[config.mk]
export PLATFORM = sky130hd
export DESIGN_NAME = fpll_device_flat
export DESIGN_NICKNAME = d
export VERILOG_FILES = /design/src/fpll_pkg.sv /design/src/fpll_if.sv /design/src/fpll_device.sv /design/src/fpll_timer.sv /design/src/flat_wrapper.sv
export VERILOG_INCLUDE_DIRS = /design/src /design/src/src
export SDC_FILE = /design/constraint.sdc
export NUM_CORES = 1
export LEC_CHECK = 0
export BUFFER_PORTS_ARGS = -buffer_cell sky130_fd_sc_hd__buf_2
export CORE_MARGIN = 1.5
export CORE_UTILIZATION = 50
export DETAILED_ROUTE_END_ITERATION = 6
export PLACE_DENSITY = 0.77
export SYNTH_ARGS = -nofsm -noshare
export SYNTH_HDL_FRONTEND = slang
export SYNTH_HIERARCHICAL = 1
export SYNTH_SLANG_ARGS = --single-unit
export TNS_END_PERCENT = 5
[constraint.sdc]
create_clock -name clk -period 3.25 [get_ports clk]
set_clock_uncertainty 0.05 [all_clocks]
set_input_delay 0 -clock clk [delete_from_list [all_inputs] [get_ports clk]]
set_output_delay 0 -clock clk [all_outputs]
set_load 0.005 [all_outputs]
[src/fpll_params.svh]
// Numeric constants shared by both ends of the synthesizer control link.
`ifndef FPLL_PARAMS_SVH
`define FPLL_PARAMS_SVH
// Register select codes held in the three control bits of each word.
`define FPLL_SEL_HI 2
`define FPLL_SEL_LO 0
`define FPLL_SEL_INTFRAC 3'h0
`define FPLL_SEL_LSBFRAC 3'h1
`define FPLL_SEL_RDIV 3'h2
`define FPLL_SEL_FUNC 3'h3
`define FPLL_SEL_TEST 3'h4
// Integer/fraction register fields.
`define FPLL_INT_HI 26
`define FPLL_INT_LO 15
`define FPLL_FMSB_HI 14
`define FPLL_FMSB_LO 3
`define FPLL_MUX_HI 30
`define FPLL_MUX_LO 27
`define FPLL_MUX_FASTLOCK 4'hc
// Lower fraction register field.
`define FPLL_FLSB_HI 27
`define FPLL_FLSB_LO 15
`define FPLL_FLSB_BITS 13
// Reference divider register fields.
`define FPLL_CSR_BIT 28
`define FPLL_CP_HI 27
`define FPLL_CP_LO 24
`define FPLL_HALF_BIT 21
`define FPLL_DBL_BIT 20
`define FPLL_RCNT_HI 19
`define FPLL_RCNT_LO 15
`define FPLL_RCNT_FULL 6'h20
// Function register field.
`define FPLL_POL_BIT 6
// Test register fields.
`define FPLL_CKMODE_HI 20
`define FPLL_CKMODE_LO 19
`define FPLL_CKMODE_FAST 2'h1
`define FPLL_TIMER_HI 18
`define FPLL_TIMER_LO 7
// Slip reduction limits and fastlock gains.
`define FPLL_MAX_CELLS 3'h7
`define FPLL_CP_GAIN_WIDE 5'h10
`define FPLL_CP_GAIN_NORM 5'h01
// Comparison frequency ceiling in kHz and serial clock half period in clocks less one.
`define FPLL_PFD_MAX_KHZ 32000
`define FPLL_SCLK_HALF 4'h4
`define FPLL_WORD_BITS 32
`endif

[src/fpll_pkg.sv]
// Types shared by the two ends of the synthesizer control link.
package fpll_pkg;
  // Host serial sender states.
  typedef enum logic [2:0] {
    FPLL_IDLE,
    FPLL_LOW,
    FPLL_HIGH,
    FPLL_LATCH,
    FPLL_GAP
  } fpll_host_state_type;
  // One serial word.
  typedef logic [31:0] fpll_word_type;
endpackage

[src/fpll_if.sv]
// Three-wire programming link plus the multiplexed output pin.
`timescale 1ns/100ps
interface fpll_if;
  logic sclk; // Serial clock, data taken on its rising edge.
  logic sdata; // Serial data, most significant bit first.
  logic le; // Latch enable, rising edge loads the shifted word.
  logic mux_out; // Multiplexed output pin value driven by the device.
  logic mux_oe; // High while the device drives the multiplexed output pin.
  // Programming side.
  modport host (output sclk, output sdata, output le, input mux_out, input mux_oe);
  // Synthesizer side.
  modport device (input sclk, input sdata, input le, output mux_out, output mux_oe);
endinterface

[src/fpll_device.sv]
// Synthesizer control end: serial registers, divider words, slip reduction, fastlock.
`timescale 1ns/100ps
`include "fpll_params.svh"
module fpll_device (
  // Clock is the comparison clock; reset is synchronous.
  input wire logic clk,
  input wire logic nrst,
  // Programming link.
  fpll_if.device link,
  // Cycle slip detector inputs, one comparison cycle per pulse.
  input wire logic slip_imminent,
  input wire logic tune_up,
  input wire logic freq_passed,
  // Divider settings toward the analog core.
  output logic [11:0] int_value,
  output logic [24:0] fraction_word,
  output logic [36:0] feedback_ratio,
  output logic [1:0] comparison_mult,
  output logic [6:0] comparison_div,
  output logic reference_halving,
  // Charge pump controls.
  output logic [3:0] cp_setting,
  output logic [4:0] cp_gain,
  output logic [6:0] cell_source_en,
  output logic [6:0] cell_sink_en,
  // Loop bandwidth state.
  output logic wide_bw
);
  // Serial capture.
  fpll_pkg::fpll_word_type shift, next_shift;
  logic sclk_q, le_q;
  // Programmed registers.
  fpll_pkg::fpll_word_type reg_intfrac, reg_lsb, reg_rdiv, reg_func, reg_test;
  fpll_pkg::fpll_word_type next_intfrac, next_lsb, next_rdiv, next_func, next_test;
  logic latch_int, next_latch_int;
  // Slip reduction state.
  logic [2:0] cells, next_cells;
  logic dir_up, next_dir_up;
  logic unwind, next_unwind;
  // Derived values.
  logic [5:0] r_factor;
  logic slip_on;
  logic [11:0] timer_load;
  logic timer_start;
  logic [11:0] timer_count;
  logic mux_fast;
  logic [6:0] thermo;
  // Registered outputs.
  logic [24:0] next_fraction_word;
  logic [36:0] next_ratio;
  logic [6:0] next_src, next_snk;
  logic [6:0] next_div;
  logic next_mux_oe;
  logic next_wide;

  // Shift on the serial clock rising edge, load the word on the latch rising edge.
  always_comb begin
    next_shift = shift;
    next_intfrac = reg_intfrac;
    next_lsb = reg_lsb;
    next_rdiv = reg_rdiv;
    next_func = reg_func;
    next_test = reg_test;
    next_latch_int = 1'b0;
    if (link.sclk && !sclk_q) begin
      next_shift = {shift[30:0], link.sdata};
    end
    if (link.le && !le_q) begin
      unique case (shift[`FPLL_SEL_HI:`FPLL_SEL_LO])
        `FPLL_SEL_INTFRAC: begin
          next_intfrac = shift;
          next_latch_int = 1'b1;
        end
        `FPLL_SEL_LSBFRAC: begin
          next_lsb = shift;
        end
        `FPLL_SEL_RDIV: begin
          next_rdiv = shift;
        end
        `FPLL_SEL_FUNC: begin
          next_func = shift;
        end
        `FPLL_SEL_TEST: begin
          next_test = shift;
        end
        default: begin
          // Codes above four select nothing here and are dropped.
          next_shift = shift;
        end
      endcase
    end
  end

  // Serial registers; all programmed values clear at reset.
  always_ff @(posedge clk) begin
    if (!nrst) begin
      shift <= 32'h0000_0000;
      sclk_q <= 1'b0;
      le_q <= 1'b0;
      reg_intfrac <= 32'h0000_0000;
      reg_lsb <= 32'h0000_0000;
      reg_rdiv <= 32'h0000_0000;
      reg_func <= 32'h0000_0000;
      reg_test <= 32'h0000_0000;
      latch_int <= 1'b0;
    end else begin
      shift <= next_shift;
      sclk_q <= link.sclk;
      le_q <= link.le;
      reg_intfrac <= next_intfrac;
      reg_lsb <= next_lsb;
      reg_rdiv <= next_rdiv;
      reg_func <= next_func;
      reg_test <= next_test;
      latch_int <= next_latch_int;
    end
  end

  // Divider words. A zero R field stands for the largest ratio of 32.
  always_comb begin
    next_fraction_word = {reg_intfrac[`FPLL_FMSB_HI:`FPLL_FMSB_LO],
                 reg_lsb[`FPLL_FLSB_HI:`FPLL_FLSB_LO]};
    next_ratio = {reg_intfrac[`FPLL_INT_HI:`FPLL_INT_LO], next_fraction_word};
    if (reg_rdiv[`FPLL_RCNT_HI:`FPLL_RCNT_LO] == 5'h00) begin
      r_factor = `FPLL_RCNT_FULL;
    end else begin
      r_factor = {1'b0, reg_rdiv[`FPLL_RCNT_HI:`FPLL_RCNT_LO]};
    end
    next_div = reg_rdiv[`FPLL_HALF_BIT] ? {r_factor, 1'b0} : {1'b0, r_factor};
  end

  // Slip reduction cell controller. The count saturates rather than wraps,
  // because a wrap would drop all cells at the worst moment of the pull-in.
  assign slip_on = reg_rdiv[`FPLL_CSR_BIT];
  always_comb begin
    next_cells = cells;
    next_dir_up = dir_up;
    next_unwind = unwind;
    thermo = 7'h00;
    if (!slip_on) begin
      next_cells = 3'h0;
      next_unwind = 1'b0;
    end else if (unwind) begin
      // Overshoot seen: shed one cell per comparison cycle.
      if (cells != 3'h0) begin
        next_cells = cells - 3'h1;
      end else begin
        next_unwind = 1'b0;
      end
    end else if (freq_passed && cells != 3'h0) begin
      next_unwind = 1'b1;
    end else if (slip_imminent) begin
      if (cells == 3'h0) begin
        next_dir_up = tune_up;
      end
      if (cells != `FPLL_MAX_CELLS) begin
        next_cells = cells + 3'h1;
      end
    end
    for (int i = 0; i < 7; i++) begin
      thermo[i] = (3'(i) < next_cells);
    end
    next_src = next_dir_up ? thermo : 7'h00;
    next_snk = next_dir_up ? 7'h00 : thermo;
  end

  // Fastlock starts on each integer register latch when mode 01 is armed.
  assign timer_load = reg_test[`FPLL_TIMER_HI:`FPLL_TIMER_LO];
  assign timer_start = latch_int &&
    (reg_test[`FPLL_CKMODE_HI:`FPLL_CKMODE_LO] == `FPLL_CKMODE_FAST);

  // The timer counts comparison cycles, which is the rate of this clock.
  fpll_timer u_timer (
    .clk(clk),
    .nrst(nrst),
    .start(timer_start),
    .load(timer_load),
    .active(wide_bw),
    .count(timer_count)
  );

  // The pin is pulled low only in the fastlock switch selection.
  assign mux_fast = (reg_intfrac[`FPLL_MUX_HI:`FPLL_MUX_LO] == `FPLL_MUX_FASTLOCK);
  // Next timer level: a reload wins over a running window, so a zero reload
  // drops the pump gain and the pin in the same cycle as the timer level.
  always_comb begin
    next_wide = timer_start ? (timer_load != 12'h000) :
                (wide_bw && timer_count != 12'h001);
    next_mux_oe = mux_fast && next_wide;
  end

  // Output registers, aligned with the timer level.
  always_ff @(posedge clk) begin
    if (!nrst) begin
      cells <= 3'h0;
      dir_up <= 1'b0;
      unwind <= 1'b0;
      int_value <= 12'h000;
      fraction_word <= 25'h0000000;
      feedback_ratio <= 37'h0000000000;
      comparison_mult <= 2'h1;
      comparison_div <= 7'h20;
      reference_halving <= 1'b0;
      cp_setting <= 4'h0;
      cp_gain <= `FPLL_CP_GAIN_NORM;
      cell_source_en <= 7'h00;
      cell_sink_en <= 7'h00;
      link.mux_oe <= 1'b0;
      link.mux_out <= 1'b0;
    end else begin
      cells <= next_cells;
      dir_up <= next_dir_up;
      unwind <= next_unwind;
      int_value <= reg_intfrac[`FPLL_INT_HI:`FPLL_INT_LO];
      fraction_word <= next_fraction_word;
      feedback_ratio <= next_ratio;
      comparison_mult <= reg_rdiv[`FPLL_DBL_BIT] ? 2'h2 : 2'h1;
      comparison_div <= next_div;
      reference_halving <= reg_rdiv[`FPLL_HALF_BIT];
      cp_setting <= reg_rdiv[`FPLL_CP_HI:`FPLL_CP_LO];
      cp_gain <= next_wide ? `FPLL_CP_GAIN_WIDE : `FPLL_CP_GAIN_NORM;
      cell_source_en <= next_src;
      cell_sink_en <= next_snk;
      link.mux_oe <= next_mux_oe;
      link.mux_out <= 1'b0;
    end
  end
endmodule // fpll_device

[src/fpll_timer.sv]
// Down counter that holds a level for a loaded number of comparison cycles.
`timescale 1ns/100ps
module fpll_timer (
  // Clock and reset.
  input wire logic clk,
  input wire logic nrst,
  // Load request.
  input wire logic start,
  input wire logic [11:0] load,
  // Timer state.
  output logic active,
  output logic [11:0] count
);
  logic [11:0] next_count;
  logic next_active;

  // A zero load never raises the level, so no wide window appears.
  always_comb begin
    next_count = count;
    if (start) begin
      next_count = load;
    end else if (count != 12'h000) begin
      next_count = count - 12'h001;
    end
    next_active = (next_count != 12'h000);
  end

  // Level and count change together, so the level lasts exactly load cycles.
  always_ff @(posedge clk) begin
    if (!nrst) begin
      count <= 12'h000;
      active <= 1'b0;
    end else begin
      count <= next_count;
      active <= next_active;
    end
  end
endmodule // fpll_timer

[src/flat_wrapper.sv]
// flat-port wrapper written by rule: the top's interface ports become plain ports
module fpll_device_flat 
  (clk, nrst, slip_imminent, tune_up, freq_passed, int_value, fraction_word, feedback_ratio, comparison_mult, comparison_div, reference_halving, cp_setting, cp_gain, cell_source_en, cell_sink_en, wide_bw, link_sclk, link_sdata, link_le, link_mux_out, link_mux_oe);
  fpll_if link_i ();
  input wire logic clk;
  input wire logic nrst;
  input wire logic slip_imminent;
  input wire logic tune_up;
  input wire logic freq_passed;
  output logic [11:0] int_value;
  output logic [24:0] fraction_word;
  output logic [36:0] feedback_ratio;
  output logic [1:0] comparison_mult;
  output logic [6:0] comparison_div;
  output logic reference_halving;
  output logic [3:0] cp_setting;
  output logic [4:0] cp_gain;
  output logic [6:0] cell_source_en;
  output logic [6:0] cell_sink_en;
  output logic wide_bw;
  input wire logic [$bits(link_i.sclk)-1:0] link_sclk;
  input wire logic [$bits(link_i.sdata)-1:0] link_sdata;
  input wire logic [$bits(link_i.le)-1:0] link_le;
  output wire logic [$bits(link_i.mux_out)-1:0] link_mux_out;
  output wire logic [$bits(link_i.mux_oe)-1:0] link_mux_oe;
  assign link_i.sclk = link_sclk;
  assign link_i.sdata = link_sdata;
  assign link_i.le = link_le;
  assign link_mux_out = link_i.mux_out;
  assign link_mux_oe = link_i.mux_oe;
  fpll_device u_core (.clk(clk), .nrst(nrst), .link(link_i), .slip_imminent(slip_imminent), .tune_up(tune_up), .freq_passed(freq_passed), .int_value(int_value), .fraction_word(fraction_word), .feedback_ratio(feedback_ratio), .comparison_mult(comparison_mult), .comparison_div(comparison_div), .reference_halving(reference_halving), .cp_setting(cp_setting), .cp_gain(cp_gain), .cell_source_en(cell_source_en), .cell_sink_en(cell_sink_en), .wide_bw(wide_bw));
endmodule
; Yosys cells after proc, flatten, opt, wreduce, memory -nomap -nowiden
; Cells that the tools add are included.
[totals]
regBits = 270
out_inout_bits = 110
inputBits = 8
wordCells = 97
[op_classes]
n_mux = 25
n_bitwise = 1
add_sub_neg = 3
magnitude_cmp = 7
reduce_logical = 26
n_eq_ne = 9
[ops]
columns = cell, count
row1 = 32-bit two-way mux, 3
row2 = 12-bit nonzero test, 3
row3 = 12-bit two-way mux, 2
row4 = 3-bit two-way mux, 6
row5 = 2-bit AND reduction, 8
row6 = 6-bit two-way mux, 2
row7 = "12-bit by 1-bit inequality test with 1-bit output, second input constant", 1
row8 = "12-bit by 1-bit subtractor with 12-bit output, second input constant", 1
row9 = 1-bit two-way mux, 10
row10 = "3-bit less-than comparator, first input constant", 3
row11 = "3-bit by 2-bit equality test with 1-bit output, second input constant", 2
row12 = 1-bit logical AND, 6
row13 = 3-bit zero test, 2
row14 = "1-bit by 3-bit less-than comparator with 1-bit output, first input constant", 2
row15 = "2-bit by 3-bit less-than comparator with 1-bit output, first input constant", 2
row16 = 5-bit zero test, 1
row17 = 5-bit two-way mux, 1
row18 = 5-bit OR reduction, 1
row19 = "4-bit equality test, second input constant", 1
row20 = 2-bit OR reduction, 2
row21 = "3-bit by 1-bit adder with 3-bit output, second input constant", 1
row22 = "3-bit by 1-bit equality test with 1-bit output, second input constant", 1
row23 = "3-bit equality test, second input constant", 1
row24 = "3-bit inequality test, second input constant", 1
row25 = other kinds (7), 8

; Depth between registers and ports, before layout
[depth]
depth_word = 7
ltp_mapped = 8
depth_no_buf = 8

; Hierarchy
; Netlist, hierarchy kept.
[by_module_without_submodules]
columns = mod, instances, cells_each, seq_area_each_um2, area_each_um2
row1 = fpll_device, 1, 668, 3483.3, 6152.2
row2 = fpll_timer, 1, 106, 260.2, 873.3

; Least setup slack after synthesis
; Ideal clock, no wire load.
[synth_timing]
kind = register to register
startpoint = reg u_core.u_timer.count[0]
endpoint = reg u_core.u_timer.active
t_required_ps = 3075
setup_time_ps = 125
arrival_time_ps = 2255
stages_incl_launch_ff = 9
period_less_slack_ps = 2430
n_path_buf = 0
path_slack_ps = 820
cell_sequence = dfxtp_1 inv_1 ha_1 or4b_4 nor4_1 mux2_2 mux2i_1 nand2_1 o41a_1
[synth_via]
elab_chain_cells = 4
word_cells_on_any_way = 5
classes_between = add/sub (1) / mux (2) / reduce/logical (2)
[synth_rtl]
columns = element, line_no
row1 = from (decl), fpll_timer.sv:12  ; output logic [11:0] count
row2 = from (signal assigned), fpll_timer.sv:34  ; count <= next_count;
row3 = 12-bit by 1-bit subtractor with 12-bit output / 12-bit nonzero test (equally long branches), "fpll_timer.sv:23, fpll_timer.sv:22"
row4 = 12-bit two-way mux *, fpll_timer.sv:22  ; end else if (count != 12'h000) begin
row5 = 12-bit two-way mux *, fpll_timer.sv:20  ; if (start) begin
row6 = 12-bit nonzero test *, fpll_timer.sv:25  ; next_active = (next_count != 12'h000);
row7 = to (signal assigned), fpll_timer.sv:35  ; active <= next_active;
row8 = to (decl), fpll_timer.sv:11  ; output logic active,
; Mark *: on every way between the ends. The rest lies on a longest branch, timed or not.
; A chain may end at the register's enable or synchronous reset.

; Worst setup path in the final report
; Ends and elaborated chain as after synthesis.

==> metrics.sh <==
OUTCOME='complete, no violations'
CTS_BUFFER_DEPTH=2
POST-SYNTH-TOP-AREA-CELL='dfxtp_1'
POST_SYNTH_FA_HA_MAJ_AREA_FRACTION=0.008905
SYNTH-MAIN-FF-CELL='dfxtp_1'
SYN_TO_FINAL_GROWTH_PCT=14.51
FIRST_PASS_ITERS=4
SYNTHTOPCELLSBYAREA='dfxtp_1, nand2_1, a21oi_1, buf_4, and2_1'
MOST-COMMON-LAYOUT-CELLS='dfxtp_1, nand2_1, buf_2'
SETUP_VIOL=0
HTREE_NUM_LEVELS=4
TIMING.CRITICAL_PATH.FROM_TYPE='register'
CTS_BUFFER_COUNT=17
SYNTHSIMPLEGATEAREAFRAC=0.2240
GROUTE.USAGE.OVERALL=0.1928
ANT_NETS=0
STATIC-LEAKAGE-POWER_nW=3.565
DRV_CAP=0
ROUTED_WIRE_LENGTH_PER_INSTANCE_UM=13.71
CLASS_OF_THE_WORST_HOLD_PATH='in2reg'
DIE_AREA_UM2=14770
SYNTH.DISTINCT_CELLS=58
WORST_R2R_STARTPOINT='u_core/u_timer/count[0]'
PLACE.PORT_BUFFERS=113
POST-CTS-SETUP-BUFFER-COUNT=0
DIE_HEIGHT_UM=121.5
DRC=0
IR_WORST_VDD_uV=383.8
FINISH.NET_COUNT=856
CRITICAL_PATH.CELL_CHAIN='inv_1 > ha_1 > or4b_4 > nor4_1 > mux2_2 > mux2i_1 > nand2_1 > o41a_1'
FIRST_GLOBAL_VIAS=4692
WORST_SLEW_PIN_SLEW_NS=1.060
WORST_HOLD_PATH_STARTPOINT='slip_imminent'
CTS.SINKS=187
POST_SYNTH_MUX_AREA_SHARE=0.05183
CP_MAX_FO=5
SETUP.WORST_PATH.START='u_core/u_timer/count[0]'
DOMINANT_COMBINATIONAL_CELL_FAMILY_BY_AREA_AFTER_SYNTHESIS='simple AND/OR/NAND/NOR gates'
FINAL-HOLD-VIOLATION-COUNT=0
FIRST_PASS_GRT_WIRE_LENGTH_MM=22.52
MAPPEDNETLISTAREA_UM2=7025
ANTENNA_VIOLATIONS_BEFORE_REPAIR=0
DP_HPWL_MM=9.096
CLK-INSERTION-DELAY-LATE_NS=0.42
ROUTABILITYCONGESTION=0.8721
POWER_DENSITY_nW_PER_UM2=679.2
RATIO_OF_ROUTED_VIAS_TO_STANDARD_CELLS=5.115
POST-SYNTH-TOP-AREA-FRACTION=0.5329
CRITICAL-PATH-TOP-DELAY-FAMILY='simple AND/OR/NAND/NOR gates'
R2R_END='u_core/u_timer/active'
CLK_TRANSITION_REPORTED_PATHS_NS=0.07
POST-ROUTE-MIN-PERIOD_NS=2.695
DR.FIRST_ITER.DRC_COUNT=314
SYNTH_COMPOUND_GATE_AREA_SHARE=0.09920
NUM_IO_PINS=118
LAYOUT.CELLS.MOST_COMMON='dfxtp_1'
FLOORPLAN.INITIALDENSITY=0.5101
CTS.REPAIR.RESIZED=0
TNS_NS=0
MAXSLEWVIOLCOUNT=0
ARRIVAL_NS=2.96
SYNTH_EDF_COUNT=0
POST-ROUTE-UTIL=0.5841
WORST-SETUP-PATH-TYPE='reg2reg'
COREAREA_UM2=13770
WORSTREGTOREGCELLS=8
GRT_SETUP_UNREPAIRED='false'
CRIT_PATH_END_KIND='register'
PATH_BUF_INV=1
GRT_MAX_DEGREE=59
MIN_DELAY_WORST_ENDPOINT='u_core/cells[2]'
CP_DATA_REQUIRED_TIME_NS=3.51
NUMBER_OF_WARNINGS_PRINTED_DURING_YOSYS_SYNTHESIS=6
ASYNC_RESET_FF_FRAC=0
SYNTHXORXNORAREAFRAC=0.002493
WORST_SLEW_MARGIN_REL=0.2934
SEQ_AREA_FRAC_SYNTH=0.5329
YS_SEQ_ELEMENTS=187
CTS_ROOT_BUF='clkbuf_16'
FMAX_MHz=371.1
CTS_TREE='done'
N_ANTENNA_CELL=0
FRACTION_OF_LAYOUT_CELLS_WITH_A_SIZE_SUFFIX_ABOVE_1=0.2000
TIMING.HOLD.WORST_PATH_DEPTH=4
CP_SLOWEST_CELL='or4b_4'
CHIPWIDTH_UM=121.5
TIMING.REG2REG.SETUP_SLACK_NS=0.56
GRT_OVERFLOW_TOTAL=0
WIRELENGTH_MM=14.19
POST_SYNTH_INST_COUNT=774
AVGSYNTHCELLAREA_UM2=9.077
CTS-HOLD-FIX-BUFFERS=6
STD_CELL_ROWS=43
FINAL_MIN_PERIOD_OVER_CLOCK_PERIOD=0.8291
CRIT_PATH_MAX_INCR_DELAY_NS=0.53
ROUTED-VIA-COUNT=5294
==> flip-flops by register name, indices dropped and copies added, names as in the netlist <==
register,flops
u_core/shift,31
u_core/reg_intfrac,28
u_core/fraction_word,24
u_core/reg_test,14
u_core/reg_lsb,13
u_core/int_value,12
u_core/reg_rdiv,12
u_core/u_timer/count,12
u_core/cell_sink_en,7
u_core/cell_source_en,7
u_core/comparison_div,7
u_core/cp_setting,4
u_core/cells,3
u_core/comparison_mult,2
u_core/cp_gain,2
u_core/dir_up,1
u_core/feedback_ratio,1
u_core/latch_int,1
u_core/le_q,1
u_core/link.mux_oe,1
u_core/reference_halving,1
u_core/sclk_q,1
u_core/u_timer/active,1
u_core/unwind,1
==> tightest hold or removal path, stage by stage <==
cell and delay (ns):
buf_2 0.12, nor2b_2 0.17, o211ai_1 0.12, a21oi_1 0.11
==> through the flow <==
| step | power (mW) | hold WS (ns) | setup WS (ns) | area (um^2) | cells |
|---|---|---|---|---|---|
| 2_1_floorplan | 3.248 | 0.07171 | 0.8199 | 7037 | 777 |
| 3_3_place_gp | 3.438 | 0.1720 | 0.6620 | 7392 | 998 |
| 3_5_place_dp | 3.426 | 0.1863 | 0.5989 | 7392 | 998 |
| 4_1_cts | 5.483 | 0.08309 | 0.5838 | 8045 | 1035 |
| 5_1_grt | 5.713 | 0.1261 | 0.4409 | 8045 | 1035 |
| 6_report | 5.464 | 0.1059 | 0.5554 | 8045 | 1035 |
==> layer usage <==
layer	global-route usage	wire length, um	up-vias
li1	-	-	2670
met1	0.2446	6473	2470
met2	0.3178	6804	133
met3	0.04448	682	21
met4	0.07868	225	0
met5	0	0	-
==> cell type report <==
class / count / area, um^2
fillers: 1234 / 5728
multi-input cells: 493 / 2730
flip-flops and latches: 187 / 3744
clock buffers: 23 / 488.0
well taps: 180 / 225.2
repair buffers: 128 / 693.2
clock inverters: 8 / 105.1
inverters: 16 / 60.06
==> synth_stat cells (4+ instances only) <==
| cell type | n |
|---|---|
| a21oi_1 | 86 |
| a31oi_1 | 8 |
| and2_1 | 53 |
| buf_2 | 9 |
| buf_4 | 48 |
| clkbuf_1 | 22 |
| dfxtp_1 | 187 |
| ha_1 | 5 |
| inv_1 | 14 |
| mux2i_1 | 33 |
| nand2_1 | 151 |
| nand2b_1 | 5 |
| nand3_1 | 16 |
| nand3b_1 | 5 |
| nor2_1 | 51 |
| nor3_1 | 6 |
| nor4_1 | 10 |
| o21ai_0 | 5 |
| or4_1 | 4 |
==> report_power, final <==
group | switching [mW] | total [mW] | leakage (nW) | internal (mW)
Sequential | 0.121 | 2.49 | 1.51 | 2.37
Combinational | 0.495 | 0.904 | 1.76 | 0.409
Clock | 0.848 | 2.07 | 0.294 | 1.22
==> worst max-delay path by stage <==
stage	to	slack, ns	cells past startpoint
global placement	u_core/u_timer/active	0.66	8
CTS	u_core/u_timer/active	0.58	8
finish	u_core/u_timer/active	0.56	8
global route	u_core/u_timer/active	0.44	8
detailed placement	u_core/u_timer/active	0.60	8
floorplan	u_core/u_timer/active	0.82	8
==> logic make-up after synthesis <==
| group | Yosys count |
|---|---|
| buf+inv | 97 |
| compound gates | 119 |
| other cells | 1 |
| simple gates | 327 |
| flops | 187 |
| mux | 36 |
| fa+ha+maj | 5 |
| xor+xnor | 2 |
(Power assumes the default switching activity.)
